--- config.mk ---
export PLATFORM = sky130hd
export DESIGN_NAME = qep_unit
export DESIGN_NICKNAME = d
export VERILOG_FILES = /design/src/pkg/qep_pkg.sv /design/src/core/qep_quad_decoder.sv /design/src/core/qep_unit.sv
export SDC_FILE = /design/constraint.sdc
export NUM_CORES = 1
export LEC_CHECK = 0
export BUFFER_PORTS_ARGS = -buffer_cell sky130_fd_sc_hd__buf_2
export CAP_MARGIN = 20
export CORE_UTILIZATION = 50
export DETAILED_ROUTE_END_ITERATION = 10
export PLACE_DENSITY = 0.68
export RECOVER_POWER = 100
export REMOVE_ABC_BUFFERS = 1
export SLEW_MARGIN = 20
export SYNTH_ARGS = -nofsm -noshare
export SYNTH_HDL_FRONTEND = slang
export SYNTH_SLANG_ARGS = --single-unit
--- constraint.sdc ---
create_clock -name mclk -period 7.8 [get_ports mclk]
set_clock_uncertainty 0.2 [all_clocks]
set_input_delay 0.39 -clock mclk [delete_from_list [all_inputs] [get_ports mclk]]
set_output_delay 0.39 -clock mclk [all_outputs]
set_load 0.01 [all_outputs]
--- src/pkg/qep_pkg.sv ---
package qep_pkg;
   // Register indices; the byte address is four times the index
   localparam logic [5:0] IDX_CONFIG = 6'h38;
   localparam logic [5:0] IDX_POSITION = 6'h39;
   localparam logic [5:0] IDX_SCALE = 6'h3A;
   localparam logic [5:0] IDX_FLAGS = 6'h3B;
   localparam logic [5:0] IDX_LATCH = 6'h3C;
   localparam logic [5:0] IDX_THRESH = 6'h3D;
   localparam logic [5:0] IDX_MASK = 6'h3E;
   localparam int ADDR_W = 8;
   localparam logic [1:0] ADDR_LSB = 2'h0;

   localparam int CFG_W = 11;
   localparam int THRESH_W = 20;
   localparam int FLAG_W = 2;

   // encoder_config fields
   localparam int CFG_POL_A = 0;
   localparam int CFG_POL_B = 1;
   localparam int CFG_POL_N = 2;
   localparam int CFG_SKIP_QUAL = 3;
   localparam int CFG_CLR_CONT = 4;
   localparam int CFG_CLR_ONCE = 5;
   localparam int CFG_SENS_LO = 6;
   localparam int CFG_SENS_HI = 7;
   localparam int CFG_CLR_POS = 8;
   localparam int CFG_LATCH_RAMP = 9;
   localparam int CFG_SEL_DEC = 10;

   // Sensitivity field {inactive-going, active-going}
   localparam logic [1:0] SENS_LEVEL = 2'h0;
   localparam logic [1:0] SENS_RISE = 2'h1;
   localparam logic [1:0] SENS_FALL = 2'h2;
   localparam logic [1:0] SENS_BOTH = 2'h3;

   // encoder_event_flags fields
   localparam int FLAG_INDEX = 0;
   localparam int FLAG_DRIFT = 1;

   // Scale constant: signed integer in the upper half, fraction below
   localparam int FRAC_W = 16;
   localparam logic [FRAC_W:0] FRAC_MOD_BIN = 17'h10000;
   localparam logic [FRAC_W:0] FRAC_MOD_DEC = 17'h02710;

   localparam logic [CFG_W-1:0] CONFIG_RESET = 11'h000;
   localparam logic [31:0] SCALE_RESET = 32'h0001_0000;
   localparam logic [THRESH_W-1:0] THRESH_RESET = 20'h00000;
   localparam logic [FLAG_W-1:0] MASK_RESET = 2'h3;

   localparam logic [1:0] RESP_OKAY = 2'h0;
   localparam logic [1:0] RESP_SLVERR = 2'h2;
endpackage

--- src/core/qep_quad_decoder.sv ---
`timescale 1ns/1ps
module qep_quad_decoder (
   input wire logic mclk,
   input wire logic rstn,
   input wire logic encA,
   input wire logic encB,
   input wire logic encN,
   output logic levelA,
   output logic levelB,
   output logic levelN,
   output logic step,
   output logic stepUp
);
   logic [2:0] syncFirst_reg;
   logic [2:0] syncSecond_reg;
   logic prevA_reg;
   logic prevB_reg;
   logic changeA;
   logic changeB;

   // Two-stage synchroniser per pin
   always_ff @(posedge mclk or negedge rstn) begin
      if (!rstn) begin
         syncFirst_reg <= 3'h0;
         syncSecond_reg <= 3'h0;
      end else begin
         syncFirst_reg <= {encN, encB, encA};
         syncSecond_reg <= syncFirst_reg;
      end
   end

   always_ff @(posedge mclk or negedge rstn) begin
      if (!rstn) begin
         prevA_reg <= 1'b0;
         prevB_reg <= 1'b0;
      end else begin
         prevA_reg <= syncSecond_reg[0];
         prevB_reg <= syncSecond_reg[1];
      end
   end

   assign levelA = syncSecond_reg[0];
   assign levelB = syncSecond_reg[1];
   assign levelN = syncSecond_reg[2];
   assign changeA = prevA_reg ^ levelA;
   assign changeB = prevB_reg ^ levelB;
   // One channel moving is a step; both at once is a lost state, ignored
   assign step = changeA ^ changeB;
   assign stepUp = ~(prevA_reg ^ levelB);
endmodule

--- src/core/qep_unit.sv ---
// The implementer's own choice: the AXI4-Lite register port.
`timescale 1ns/1ps
// What this block does
// - Signed 32-bit position, readable and writable
// - Fraction binary or ten-thousandths, per config
// - Two flags, index and drift, write-one-clear
// - Drift flag stays while drift persists
// - Flags, each gated by its mask bit, ORed onto interrupt output
// - Drift flag when position gap exceeds threshold
// - Zero threshold disables drift checking
// - Eleven-bit read-write encoder configuration
// - Index latches position, optionally clears it
// - Index qualified by A/B levels, N polarity
// - Index sensitivity: level, rise, fall, both
// - Index action once after write or continuous
module qep_unit (
   input wire logic mclk,
   input wire logic rstn,
   input wire logic [qep_pkg::ADDR_W-1:0] awaddr,
   input wire logic awvalid,
   output logic awready,
   input wire logic [31:0] wdata,
   input wire logic [3:0] wstrb,
   input wire logic wvalid,
   output logic wready,
   output logic [1:0] bresp,
   output logic bvalid,
   input wire logic bready,
   input wire logic [qep_pkg::ADDR_W-1:0] araddr,
   input wire logic arvalid,
   output logic arready,
   output logic [31:0] rdata,
   output logic [1:0] rresp,
   output logic rvalid,
   input wire logic rready,
   input wire logic encA,
   input wire logic encB,
   input wire logic encN,
   input wire logic [31:0] rampActualPosition,
   output logic irq
);
   localparam int AW = qep_pkg::ADDR_W;
   localparam logic [AW-1:0] A_CONFIG = {qep_pkg::IDX_CONFIG, 2'h0};
   localparam logic [AW-1:0] A_POS = {qep_pkg::IDX_POSITION, 2'h0};
   localparam logic [AW-1:0] A_SCALE = {qep_pkg::IDX_SCALE, 2'h0};
   localparam logic [AW-1:0] A_FLAGS = {qep_pkg::IDX_FLAGS, 2'h0};
   localparam logic [AW-1:0] A_LATCH = {qep_pkg::IDX_LATCH, 2'h0};
   localparam logic [AW-1:0] A_THRESH = {qep_pkg::IDX_THRESH, 2'h0};
   localparam logic [AW-1:0] A_MASK = {qep_pkg::IDX_MASK, 2'h0};

   logic [AW-1:0] awAddr_reg;
   logic awHeld_reg;
   logic [31:0] wData_reg;
   logic [3:0] wStrb_reg;
   logic wHeld_reg;
   logic wrEn;
   logic wrHit;
   logic [31:0] wrMerged;
   logic rdTake;

   logic [qep_pkg::CFG_W-1:0] config_reg;
   logic [31:0] pos_reg;
   logic [qep_pkg::FRAC_W-1:0] frac_reg;
   logic [31:0] scale_reg;
   logic [qep_pkg::FLAG_W-1:0] flags_reg;
   logic [qep_pkg::FLAG_W-1:0] mask_reg;
   logic [31:0] latch_reg;
   logic [qep_pkg::THRESH_W-1:0] thresh_reg;
   logic onceArmed_reg;
   logic nQualPrev_reg;

   logic levelA;
   logic levelB;
   logic levelN;
   logic step;
   logic stepUp;
   logic nActive;
   logic nQual;
   logic nHit;
   logic idxAction;
   logic posWrite;
   logic cfgWrite;
   logic [31:0] posStep;
   logic [qep_pkg::FRAC_W-1:0] fracStep;
   logic [qep_pkg::FRAC_W:0] fracMod;
   logic [32:0] gap;
   logic [32:0] gapMag;
   logic driftCond;
   logic rdFlags;
   logic wrFlags;

   function automatic logic [31:0] mergeBytes(
      input logic [31:0] old,
      input logic [31:0] nw,
      input logic [3:0] strb
   );
      logic [31:0] res;
      res = old;
      for (int i = 0; i < 4; i++) begin
         if (strb[i]) begin
            res[8*i +: 8] = nw[8*i +: 8];
         end
      end
      return res;
   endfunction

   qep_quad_decoder decoder (
      .mclk(mclk),
      .rstn(rstn),
      .encA(encA),
      .encB(encB),
      .encN(encN),
      .levelA(levelA),
      .levelB(levelB),
      .levelN(levelN),
      .step(step),
      .stepUp(stepUp)
   );

   // Write channel: address and data taken in either order
   assign awready = !awHeld_reg && !bvalid;
   assign wready = !wHeld_reg && !bvalid;
   assign wrEn = awHeld_reg && wHeld_reg && !bvalid;

   always_ff @(posedge mclk or negedge rstn) begin
      if (!rstn) begin
         awHeld_reg <= 1'b0;
         awAddr_reg <= '0;
      end else if (awvalid && awready) begin
         awHeld_reg <= 1'b1;
         awAddr_reg <= awaddr;
      end else if (wrEn) begin
         awHeld_reg <= 1'b0;
      end
   end

   always_ff @(posedge mclk or negedge rstn) begin
      if (!rstn) begin
         wHeld_reg <= 1'b0;
         wData_reg <= '0;
         wStrb_reg <= 4'h0;
      end else if (wvalid && wready) begin
         wHeld_reg <= 1'b1;
         wData_reg <= wdata;
         wStrb_reg <= wstrb;
      end else if (wrEn) begin
         wHeld_reg <= 1'b0;
      end
   end

   always_comb begin
      unique case (awAddr_reg)
         A_CONFIG: wrMerged = mergeBytes(32'(config_reg), wData_reg,
            wStrb_reg);
         A_POS: wrMerged = mergeBytes(pos_reg, wData_reg, wStrb_reg);
         A_SCALE: wrMerged = mergeBytes(scale_reg, wData_reg, wStrb_reg);
         A_THRESH: wrMerged = mergeBytes(32'(thresh_reg), wData_reg,
            wStrb_reg);
         A_MASK: wrMerged = mergeBytes(32'(mask_reg), wData_reg,
            wStrb_reg);
         default: wrMerged = wData_reg & {{8{wStrb_reg[3]}},
            {8{wStrb_reg[2]}}, {8{wStrb_reg[1]}}, {8{wStrb_reg[0]}}};
      endcase
   end

   assign wrHit = (awAddr_reg == A_CONFIG) || (awAddr_reg == A_POS)
      || (awAddr_reg == A_SCALE) || (awAddr_reg == A_FLAGS)
      || (awAddr_reg == A_LATCH) || (awAddr_reg == A_THRESH)
      || (awAddr_reg == A_MASK);

   always_ff @(posedge mclk or negedge rstn) begin
      if (!rstn) begin
         bvalid <= 1'b0;
         bresp <= qep_pkg::RESP_OKAY;
      end else if (wrEn) begin
         bvalid <= 1'b1;
         bresp <= wrHit ? qep_pkg::RESP_OKAY : qep_pkg::RESP_SLVERR;
      end else if (bready) begin
         bvalid <= 1'b0;
      end
   end

   assign posWrite = wrEn && (awAddr_reg == A_POS);
   assign cfgWrite = wrEn && (awAddr_reg == A_CONFIG);

   always_ff @(posedge mclk or negedge rstn) begin
      if (!rstn) begin
         config_reg <= qep_pkg::CONFIG_RESET;
      end else if (cfgWrite) begin
         config_reg <= wrMerged[qep_pkg::CFG_W-1:0];
      end
   end

   always_ff @(posedge mclk or negedge rstn) begin
      if (!rstn) begin
         scale_reg <= qep_pkg::SCALE_RESET;
         thresh_reg <= qep_pkg::THRESH_RESET;
         mask_reg <= qep_pkg::MASK_RESET;
      end else if (wrEn) begin
         if (awAddr_reg == A_SCALE) begin
            scale_reg <= wrMerged;
         end
         if (awAddr_reg == A_THRESH) begin
            thresh_reg <= wrMerged[qep_pkg::THRESH_W-1:0];
         end
         if (awAddr_reg == A_MASK) begin
            mask_reg <= wrMerged[qep_pkg::FLAG_W-1:0];
         end
      end
   end

   // Read channel; scale and threshold are write-only and read zero
   assign arready = !rvalid;
   assign rdTake = arvalid && arready;

   always_ff @(posedge mclk or negedge rstn) begin
      if (!rstn) begin
         rvalid <= 1'b0;
         rdata <= '0;
         rresp <= qep_pkg::RESP_OKAY;
      end else if (rdTake) begin
         rvalid <= 1'b1;
         rresp <= qep_pkg::RESP_OKAY;
         unique case (araddr)
            A_CONFIG: rdata <= 32'(config_reg);
            A_POS: rdata <= pos_reg;
            A_FLAGS: rdata <= 32'(flags_reg);
            A_LATCH: rdata <= latch_reg;
            A_MASK: rdata <= 32'(mask_reg);
            A_SCALE, A_THRESH: rdata <= '0;
            default: begin
               rdata <= '0;
               rresp <= qep_pkg::RESP_SLVERR;
            end
         endcase
      end else if (rready) begin
         rvalid <= 1'b0;
      end
   end

   // Scaled step: integer part signed, fraction carries at the modulus
   always_comb begin
      logic [qep_pkg::FRAC_W:0] sum;
      logic [qep_pkg::FRAC_W:0] cFrac;
      logic [31:0] cInt;
      sum = '0;
      cFrac = {1'b0, scale_reg[qep_pkg::FRAC_W-1:0]};
      cInt = {{16{scale_reg[31]}}, scale_reg[31:qep_pkg::FRAC_W]};
      fracMod = config_reg[qep_pkg::CFG_SEL_DEC] ? qep_pkg::FRAC_MOD_DEC
         : qep_pkg::FRAC_MOD_BIN;
      if (stepUp) begin
         sum = {1'b0, frac_reg} + cFrac;
         if (sum >= fracMod) begin
            sum = sum - fracMod;
            posStep = pos_reg + cInt + 32'h0000_0001;
         end else begin
            posStep = pos_reg + cInt;
         end
      end else begin
         sum = {1'b0, frac_reg} - cFrac;
         if ({1'b0, frac_reg} < cFrac) begin
            sum = sum + fracMod;
            posStep = pos_reg - cInt - 32'h0000_0001;
         end else begin
            posStep = pos_reg - cInt;
         end
      end
      fracStep = sum[qep_pkg::FRAC_W-1:0];
   end

   // Index qualification and sensitivity
   assign nActive = levelN ~^ config_reg[qep_pkg::CFG_POL_N];
   assign nQual = nActive && (config_reg[qep_pkg::CFG_SKIP_QUAL]
      || ((levelA == config_reg[qep_pkg::CFG_POL_A])
      && (levelB == config_reg[qep_pkg::CFG_POL_B])));

   always_comb begin
      unique case (config_reg[qep_pkg::CFG_SENS_HI:qep_pkg::CFG_SENS_LO])
         qep_pkg::SENS_LEVEL: nHit = nQual;
         qep_pkg::SENS_RISE: nHit = nQual && !nQualPrev_reg;
         qep_pkg::SENS_FALL: nHit = !nQual && nQualPrev_reg;
         qep_pkg::SENS_BOTH: nHit = nQual ^ nQualPrev_reg;
      endcase
   end

   assign idxAction = nHit && (config_reg[qep_pkg::CFG_CLR_CONT]
      || onceArmed_reg);

   always_ff @(posedge mclk or negedge rstn) begin
      if (!rstn) begin
         nQualPrev_reg <= 1'b0;
      end else begin
         nQualPrev_reg <= nQual;
      end
   end

   // A new write re-arms even if an action lands in the same cycle
   always_ff @(posedge mclk or negedge rstn) begin
      if (!rstn) begin
         onceArmed_reg <= 1'b0;
      end else if (cfgWrite) begin
         onceArmed_reg <= wrMerged[qep_pkg::CFG_CLR_ONCE];
      end else if (idxAction) begin
         onceArmed_reg <= 1'b0;
      end
   end

   always_ff @(posedge mclk or negedge rstn) begin
      if (!rstn) begin
         latch_reg <= '0;
      end else if (idxAction) begin
         latch_reg <= pos_reg;
      end
   end

   // Software write beats index clear, which beats a step
   always_ff @(posedge mclk or negedge rstn) begin
      if (!rstn) begin
         pos_reg <= '0;
         frac_reg <= '0;
      end else if (posWrite) begin
         pos_reg <= wrMerged;
         frac_reg <= '0;
      end else if (idxAction && config_reg[qep_pkg::CFG_CLR_POS]) begin
         pos_reg <= '0;
         frac_reg <= '0;
      end else if (step) begin
         pos_reg <= posStep;
         frac_reg <= fracStep;
      end
   end

   // Drift check on the full 33-bit difference, so no wrap
   assign gap = {pos_reg[31], pos_reg}
      - {rampActualPosition[31], rampActualPosition};
   assign gapMag = gap[32] ? (33'h0 - gap) : gap;
   assign driftCond = (thresh_reg != '0)
      && (gapMag > 33'(thresh_reg));

   // Flags: set wins over write-one-clear and over read-clear
   assign rdFlags = rdTake && (araddr == A_FLAGS);
   assign wrFlags = wrEn && (awAddr_reg == A_FLAGS);

   always_ff @(posedge mclk or negedge rstn) begin
      if (!rstn) begin
         flags_reg <= '0;
      end else begin
         if (nHit) begin
            flags_reg[qep_pkg::FLAG_INDEX] <= 1'b1;
         end else if (rdFlags || (wrFlags
            && wrMerged[qep_pkg::FLAG_INDEX])) begin
            flags_reg[qep_pkg::FLAG_INDEX] <= 1'b0;
         end
         if (driftCond) begin
            flags_reg[qep_pkg::FLAG_DRIFT] <= 1'b1;
         end else if (rdFlags || (wrFlags
            && wrMerged[qep_pkg::FLAG_DRIFT])) begin
            flags_reg[qep_pkg::FLAG_DRIFT] <= 1'b0;
         end
      end
   end

   assign irq = |(flags_reg & mask_reg);
endmodule

==> results.md, run 1 <==
- Status: finished, violations left
- Failing checks: max-capacitance violations, max-slew violations
- DP Area: ~0.024 mm²
- Initial antenna violation count: 0
- Post-route setup slack: 1.24 ns
- Most frequent cells in the layout: 248 x nand2_1, 236 x dfrtp_1, 227 x o21ai_0, 222 x nor2_1
- Routed length per instance: around 23 µm
- Post-CTS Resized: 0
- WP data arrival: a little under 7 ns
- Port Buffers: ~130
- Clock sinks: roughly 240
- Multi-input logic area: roughly 0.015 mm²
- RSZ-0062 raised after global routing: no
- CTS max path bufs: 3
- Layout Cells excl Fill: between 3000 and 4000
- Die area: approximately 0.046 mm²
- Total power: about 10 mW
- Largest family of logic cells by synthesized area: compound AO/OA/AOI/OAI gates
- Total congestion overflow: 0
- Core area: between 0.04 and 0.05 mm²
- Synth Warn #: 0
- Top-area cell type share of the netlist area: 26.3%
- Chip height: ~210 µm
- Min-delay worst type: in2reg
- DP Worst Slack: 1.92 ns
- Final Hold Fails: 0
- Syn Inst Count: 2772
- Post-route ant nets: 0
- RD Place Congestion: slightly below 1
- Worst slew pin tran: ~5.5 ns
- Type of the worst setup path: reg2reg
- Setup total negative slack: 0 ns
- # diodes: 0
- Top cells by area, synth: dfrtp_1 26%, ha_1 9.1%, o21ai_0 5.1%
- Area Growth Syn to Fin: 11.5%
- Synth Flop Type: dfrtp_1
- Final Core Density: 56.5%
- Number of synthesized flops with an enable pin: 0
- FF-to-FF path depth: 16
- Post-synthesis compound-gate area fraction: a little over a quarter
- Maximum clock frequency: approximately 0.15 GHz
- Vias in the first global route: about 22000
- Hold-fix buffers, CTS: slightly above 50
- Post-route cell area: about 0.025 mm²
- Mux contribution to synthesized area: 6.13%
- Setup crit end kind: flip-flop
- Register area: 0.00598 mm²
- Initial Utilization: between 50% and 60%
- Syn_area_per_cell: approximately 8.1 µm²
- Via count: 22700
- Mapped cell area: 0.0225 mm²
- Largest net degree at the start of global routing: 109
- Residual DRC count: 0
- Layout cells sized above 1: between 10% and 20%
- Required @ worst endpoint: around 8 ns
- Worst skew pair latency: between 0.5 and 0.6 ns
- Commonest non-fill, non-tap cell in the layout: nand2_1
- Yosys cell types: 100
- Drt initial violations: roughly 2400
- PD cells: ~400 mW/mm²
- CP startpoint kind: flip-flop
- Total GRT Usage: a little over a third
- Drt pass-1 iters: 5
- Root Buffer: clkbuf_16
- Final period utilization: about 84%
- Slew Limit Fails: approximately 230
- CTS tree: built
- Post-Synth XOR/XNOR Area: between 6 and 7%
- Adder-cell share of the synthesized area: 9.58%
- Filler cell count: 4184
- Area leader, netlist: dfrtp_1
- Vias per Instance: between 6 and 7
- H-tree Lvls: 1
- Nets: 3149
- Min Tclk post-route: approximately 6.6 ns
- Synth Area in Simple Gates: between 10% and 20%
- Post-Route WL: about 80000 µm
- VDD IR max: 0.000220 V
- Slew Limit Headroom: -268%
- Async SR Flop Fraction: 100%
- Dpl hpwl: around 63000 µm
- Yosys reg bits: between 200 and 250
- Setup Fix Bufs, Post-CTS: 0
- Hold WS: around 0.017 ns
- Final setup fails: 0
- Sequential area share after synthesis: 26.6%
- Ports: approximately 140
- First-pass GRT wire length: between 100000 and 150000 µm
- Die Wd: 214 µm
- Crit-path max FO: 36
- Placed cell count: about 3400
- Num rows: 77
- MaxCap Viol Count: 5
- Reg clk slew, reported paths: around 0.06 ns
- Min-Delay Path Depth: 4
- Num CTS Buffers: 29
- Leakage: around 10 nW
==> area by class of cell <==
cell class | count | share of cell area, %
clock buffer | 40 | 3.34
clock inverter | 13 | 0.544
inverter | 169 | 2.53
multi-input combinational | 2227 | 61.3
sequential | 239 | 23.9
tap | 592 | 2.96
timing repair buffer | 220 | 5.46
==> final timing paths <==
kind	start	endpoint	slack, ns
max	decoder.syncSecond_reg[1]	pos_reg[27]	1.24
min	arvalid	flags_reg[0]	0.02
max reg2reg	decoder.syncSecond_reg[1]	pos_reg[27]	1.24
min reg2reg	decoder.syncFirst_reg[1]	decoder.syncSecond_reg[1]	0.15
max in group asynchronous	rstn	pos_reg[30]	1.86
min in group asynchronous	rstn	frac_reg[9]	2.32
==> kinds of logic (layout without fill, tap and decap cells) <==
logic type / after synthesis / count (layout)
simple gates: 890 / 890
compound gates: 886 / 886
buf+inv: 307 / 442
flops: 239 / 239
fa+ha+maj: 169 / 169
xor+xnor: 155 / 155
mux: 125 / 125
other cells: 1 / 2
==> worst max-delay path, stage by stage, from the launching register on <==
cell,delay [ns]
dfrtp_1,0.54
xor2_1,0.17
nor2_1,0.05
o21ai_0,0.32
inv_1,0.13
ha_1,0.22
inv_1,0.05
mux4_2,0.26
o21bai_2,0.12
clkbuf_1,1.57
o21ai_0,0.45
clkbuf_1,0.62
nor2_1,0.24
clkbuf_1,0.71
o21ai_0,0.32
o211a_1,0.21
a21bo_2,0.22
==> power by group <==
group          switching (mW)  internal (mW)
combinational            4.10           2.51
clock                   0.573          0.817
sequential              0.524           1.54
==> routing by layer <==
layer	track usage, %	share of wire, %	vias to the layer above
met2	56.3	46	959
met5	0	0	-
li1	-	-	10500
met3	3.21	7.4	148
met4	10.0	2.7	0
met1	49.0	44	11100
==> synthesized netlist by cell type, drive strengths merged (22+ instances only) <==
| library cell | number |
|---|---|
| a211oi | 45 |
| a31oi | 30 |
| xnor2 | 110 |
| a21o | 44 |
| nor2b | 22 |
| nor2 | 222 |
| nand3 | 76 |
| and2 | 24 |
| o211ai | 28 |
| o21a | 26 |
| dfrtp | 236 |
| inv | 166 |
| a22oi | 63 |
| clkbuf | 115 |
| nand2 | 248 |
| and3 | 31 |
| nor4 | 31 |
| mux2 | 91 |
| nand4 | 36 |
| mux2i | 33 |
| a21oi | 166 |
| o21ai | 234 |
| buf | 23 |
| or3 | 23 |
| ha | 164 |
| nor3 | 69 |
| xor2 | 45 |
| nand2b | 23 |
(Power assumes the default switching activity.)
==> run 2, diff against run 1 <==
--- a/config.mk
+++ b/config.mk
@@ -5,11 +5,12 @@
 export SDC_FILE = /design/constraint.sdc
 export NUM_CORES = 1
 export LEC_CHECK = 0
+export ABC_AREA = 1
 export BUFFER_PORTS_ARGS = -buffer_cell sky130_fd_sc_hd__buf_2
 export CAP_MARGIN = 20
 export CORE_UTILIZATION = 50
 export DETAILED_ROUTE_END_ITERATION = 10
-export PLACE_DENSITY = 0.68
+export PLACE_DENSITY = 0.7
 export RECOVER_POWER = 100
 export REMOVE_ABC_BUFFERS = 1
 export SLEW_MARGIN = 20
==> constraint.sdc (replaced) <==
create_clock -name mclk -period 5.3 [get_ports mclk]
set_clock_uncertainty 0.2 [all_clocks]
set_input_delay 0.265 -clock mclk [delete_from_list [all_inputs] [get_ports mclk]]
set_output_delay 0.265 -clock mclk [all_outputs]
set_load 0.01 [all_outputs]
==> results.md, run 2 <==
- Layout cells sized above 1: 9.92% (was 10.7%)
- Sequential area share after synthesis: 24.3% (was 26.6%)
- Nets: 4333 (was 3149)
- Area Growth Syn to Fin: 10.9% (was 11.5%)
- Setup crit end kind: flip-flop (unchanged)
- Slowest-stage cell, CP: inv_1 (was clkbuf_1)
- Num rows: 80 (was 77)
- Flop2flop setup slack: 0.09 ns (was 1.24 ns)
- Final Hold Fails: 0 (unchanged)
- Multi-input logic area: 0.0157 mm² (was 0.0154 mm²)
- Mapped cell area: 0.0246 mm² (was 0.0225 mm²)
- Ports: 136 (unchanged)
- Routed length per instance: 20.1 µm (was 23.3 µm)
- Residual DRC count: 0 (unchanged)
- Clk pwr share: 12.9% (was 13.8%)
- Root Buffer: clkbuf_16 (unchanged)
- Commonest non-fill, non-tap cell in the layout: nand2_1 (unchanged)
- Clock sinks: 239 (unchanged)
- CTS tree: built (unchanged)
- Port Buffers: 133 (unchanged)
- Core area: 0.0481 mm² (was 0.0443 mm²)
- Post-route ant nets: 0 (unchanged)
- Syn Inst Count: 3917 (was 2772)
- RD Place Congestion: 1.10 (was 0.991)
- Worst skew pair latency: 0.58 ns (was 0.59 ns)
- Logic pwr share: 68.2% (was 65.6%)
- Reg clk slew, reported paths: 0.06 ns (about the same)
- Drt initial violations: 2759 (was 2434)
- Min Tclk post-route: 5.21 ns (was 6.56 ns)
- Critical Path Max Stage Delay: 0.72 ns (was 1.57 ns)
- Synth Flop Type: dfrtp_1 (unchanged)
- Yosys reg bits: 239 (unchanged)
- Final setup fails: 0 (unchanged)
- Top cells by area, synth: dfrtp_1 24%, nand2_1 18%, inv_1 8.6% (was dfrtp_1 26%, ha_1 9.1%, o21ai_0 5.1%)
- Leakage: 14.0 nW (was 10.4 nW)
- Hold WS: 0.0351 ns (was 0.0168 ns)
- Count leader, synth: nand2_1 (unchanged)
- Final Core Density: 56.6% (was 56.5%)
- Final period utilization: 98.3% (was 84.2%)
- H-tree Lvls: 1 (unchanged)
- Post-Route WL: 95500 µm (was 81700 µm)
- Die Wd: 224 µm (was 214 µm)
- Min-delay worst type: in2reg (unchanged)
- Status: finished, violations left (unchanged)
- Syn_area_per_cell: 6.28 µm² (was 8.11 µm²)
- Filler cell count: 4956 (was 4184)
- Total congestion overflow: 0 (unchanged)
- WP data arrival: 5.45 ns (was 6.84 ns)
- Synth Warn #: 0 (unchanged)
- Internal power: 6.83 mW (was 4.87 mW)
- Type of the worst setup path: reg2reg (unchanged)
- Most instantiated cells after synthesis: 1187 x nand2_1, 562 x inv_1, 308 x nor2_1, 297 x nand3_1, 236 x dfrtp_1 (was 248 x nand2_1, 236 x dfrtp_1, 227 x o21ai_0, 222 x nor2_1)
- Initial antenna violation count: 4 (was 0)
- Dpl hpwl: 77600 µm (was 63000 µm)
- Critical Path, Cell by Cell: nor2_1 -> inv_1 -> nor2_1 -> inv_1 -> nor2_1 -> inv_1 -> nor2_1 -> inv_1 -> nor2_4 -> inv_1 -> nand2_2 -> inv_2 -> nand2_1 -> inv_1 -> a32o_1 (was xor2_1 -> nor2_1 -> o21ai_0 -> inv_1 -> ha_1 -> inv_1 -> mux4_2 -> o21bai_2 -> clkbuf_1 -> o21ai_0 -> clkbuf_1 -> nor2_1 -> clkbuf_1 -> o21ai_0 -> o211a_1 -> a21bo_2)
- Critical path's most frequent cell: inv_1
- Via count: 26700 (was 22700)
- Slew Limit Headroom: -126% (was -268%)
- Chip height: 224 µm (was 214 µm)
- Drt pass-1 iters: 6 (was 5)
- Register area: 0.00598 mm² (unchanged)
- CTS max path bufs: 3 (unchanged)
- VDD IR max: 0.000330 V (was 0.000220 V)
- Number of synthesized flops with an enable pin: 0 (unchanged)
- First-pass GRT wire length: 145000 µm (was 126000 µm)
- Top-area cell type share of the netlist area: 24.0% (was 26.3%)
- CP startpoint kind: flip-flop (unchanged)
- Failing checks: max-capacitance violations, max-slew violations (unchanged)
- Total GRT Usage: 37.8% (was 34.7%)
- Vias per Instance: 5.62 (was 6.49)
- Worst slew pin tran: 3.39 ns (was 5.52 ns)
- Num CTS Buffers: 28 (was 29)
- Async SR Flop Fraction: 100% (unchanged)
- Crit-path max FO: 22 (was 36)
- Sw Ratio: 56.4% (was 51.6%)
- Sequential power share: 18.9% (was 20.6%)
- Maximum clock frequency: 0.192 GHz (was 0.152 GHz)
- PD cells: 574 mW/mm² (was 402 mW/mm²)
- Vias in the first global route: 24800 (was 21700)
- Slew Limit Fails: 276 (was 229)
- Most frequent cells in the layout: 1188 x nand2_1, 565 x inv_1, 311 x nor2_1, 297 x nand3_1, 236 x dfrtp_1 (was 248 x nand2_1, 236 x dfrtp_1, 227 x o21ai_0, 222 x nor2_1)
- Initial Utilization: 51.1% (was 50.7%)
- Largest net degree at the start of global routing: 124 (was 109)
- Area leader, netlist: dfrtp_1 (unchanged)
- Yosys cell types: 69 (was 100)
- Die area: 0.0501 mm² (was 0.0458 mm²)
- Switching pwr: 8.83 mW (was 5.20 mW)
- MaxCap Viol Count: 4 (was 5)
- Required @ worst endpoint: 5.54 ns (was 8.08 ns)
==> run 2: cell type report <==
| cell class | instances | share of cell area, % |
|---|---|---|
| flip-flops and latches | 239 | 21.9 |
| diodes | 5 | 0.0459 |
| well taps | 656 | 3.01 |
| inverters | 607 | 8.37 |
| clock buffers | 32 | 2.78 |
| multi-input cells | 2957 | 57.6 |
| clock inverters | 19 | 0.711 |
| repair buffers | 237 | 5.54 |
==> run 2: routing by layer <==
layer / wire length (µm) / track usage (%)
met5: 0 / 0
met4: 5680 / 19.5
met3: 7430 / 5.36
met2: 43200 / 62.1
met1: 39100 / 48.3
==> run 2: cell families after synthesis <==
kind of cell,Yosys count,synth area share (%)
xor+xnor,78,2.87
buf+inv,722,11.8
other cells,1,0.0152
flops,239,24.3
compound gates,612,14.3
simple gates,2057,36.2
fa+ha+maj,169,8.75
mux,39,1.78
==> run 2: worst paths after layout <==
check / startpoint / depth (start not counted) / to
setup / recovery: awAddr_reg[1] / 15 / frac_reg[3]
max in group asynchronous: rstn / 2 / pos_reg[15]
min in group asynchronous: rstn / 2 / wData_reg[4]
hold / removal: awvalid / 3 / awHeld_reg
setup reg to reg: awAddr_reg[1] / 15 / frac_reg[3]
hold reg to reg: decoder.syncFirst_reg[2] / 0 / decoder.syncSecond_reg[2]
==> run 2: critical path: cells and delay by family (launching register included) <==
| kind | cells | cell delay [ns] |
|---|---|---|
| and+or+nand+nor | 7 | 2.27 |
| DFF | 1 | 0.41 |
| AOI/OAI and AO/OA | 1 | 0.46 |
| buffers and inverters | 7 | 1.72 |
==> run 2: power groups by stage <==
stage | Combinational, mW | Clock [mW] | Sequential [mW]
global route | 11.8 | 2.09 | 3.00
finish | 10.7 | 2.01 | 2.96
CTS | 10.5 | 2.02 | 2.93
floorplan | 7.36 | 0 | 2.70
global placement | 10.4 | 0 | 2.96
detailed placement | 10.4 | 0 | 2.96
==> run 2: stage by stage <==
stage | power [mW] | TNS [ns] | std cells | setup WS [ns] | cell area (µm²)
global placement | 13.3 | 0 | 4641 | 0.498 | 25900
detailed placement | 13.3 | 0 | 4641 | 0.411 | 25900
CTS | 15.4 | 0 | 4744 | 0.394 | 27400
global route | 16.9 | -0.00142 | 4748 | -0.00142 | 27300
floorplan | 10.1 | 0 | 3803 | 0.467 | 24000
finish | 15.7 | 0 | 4752 | 0.0919 | 27300
==> run 2: repair_timing <==
item                                   CTS  global route
setup endpoints to repair                0             1
gates resized for setup                  0             2
endpoints found under the hold margin  171             0
buffers inserted                         0             3
hold buffers                            52             0
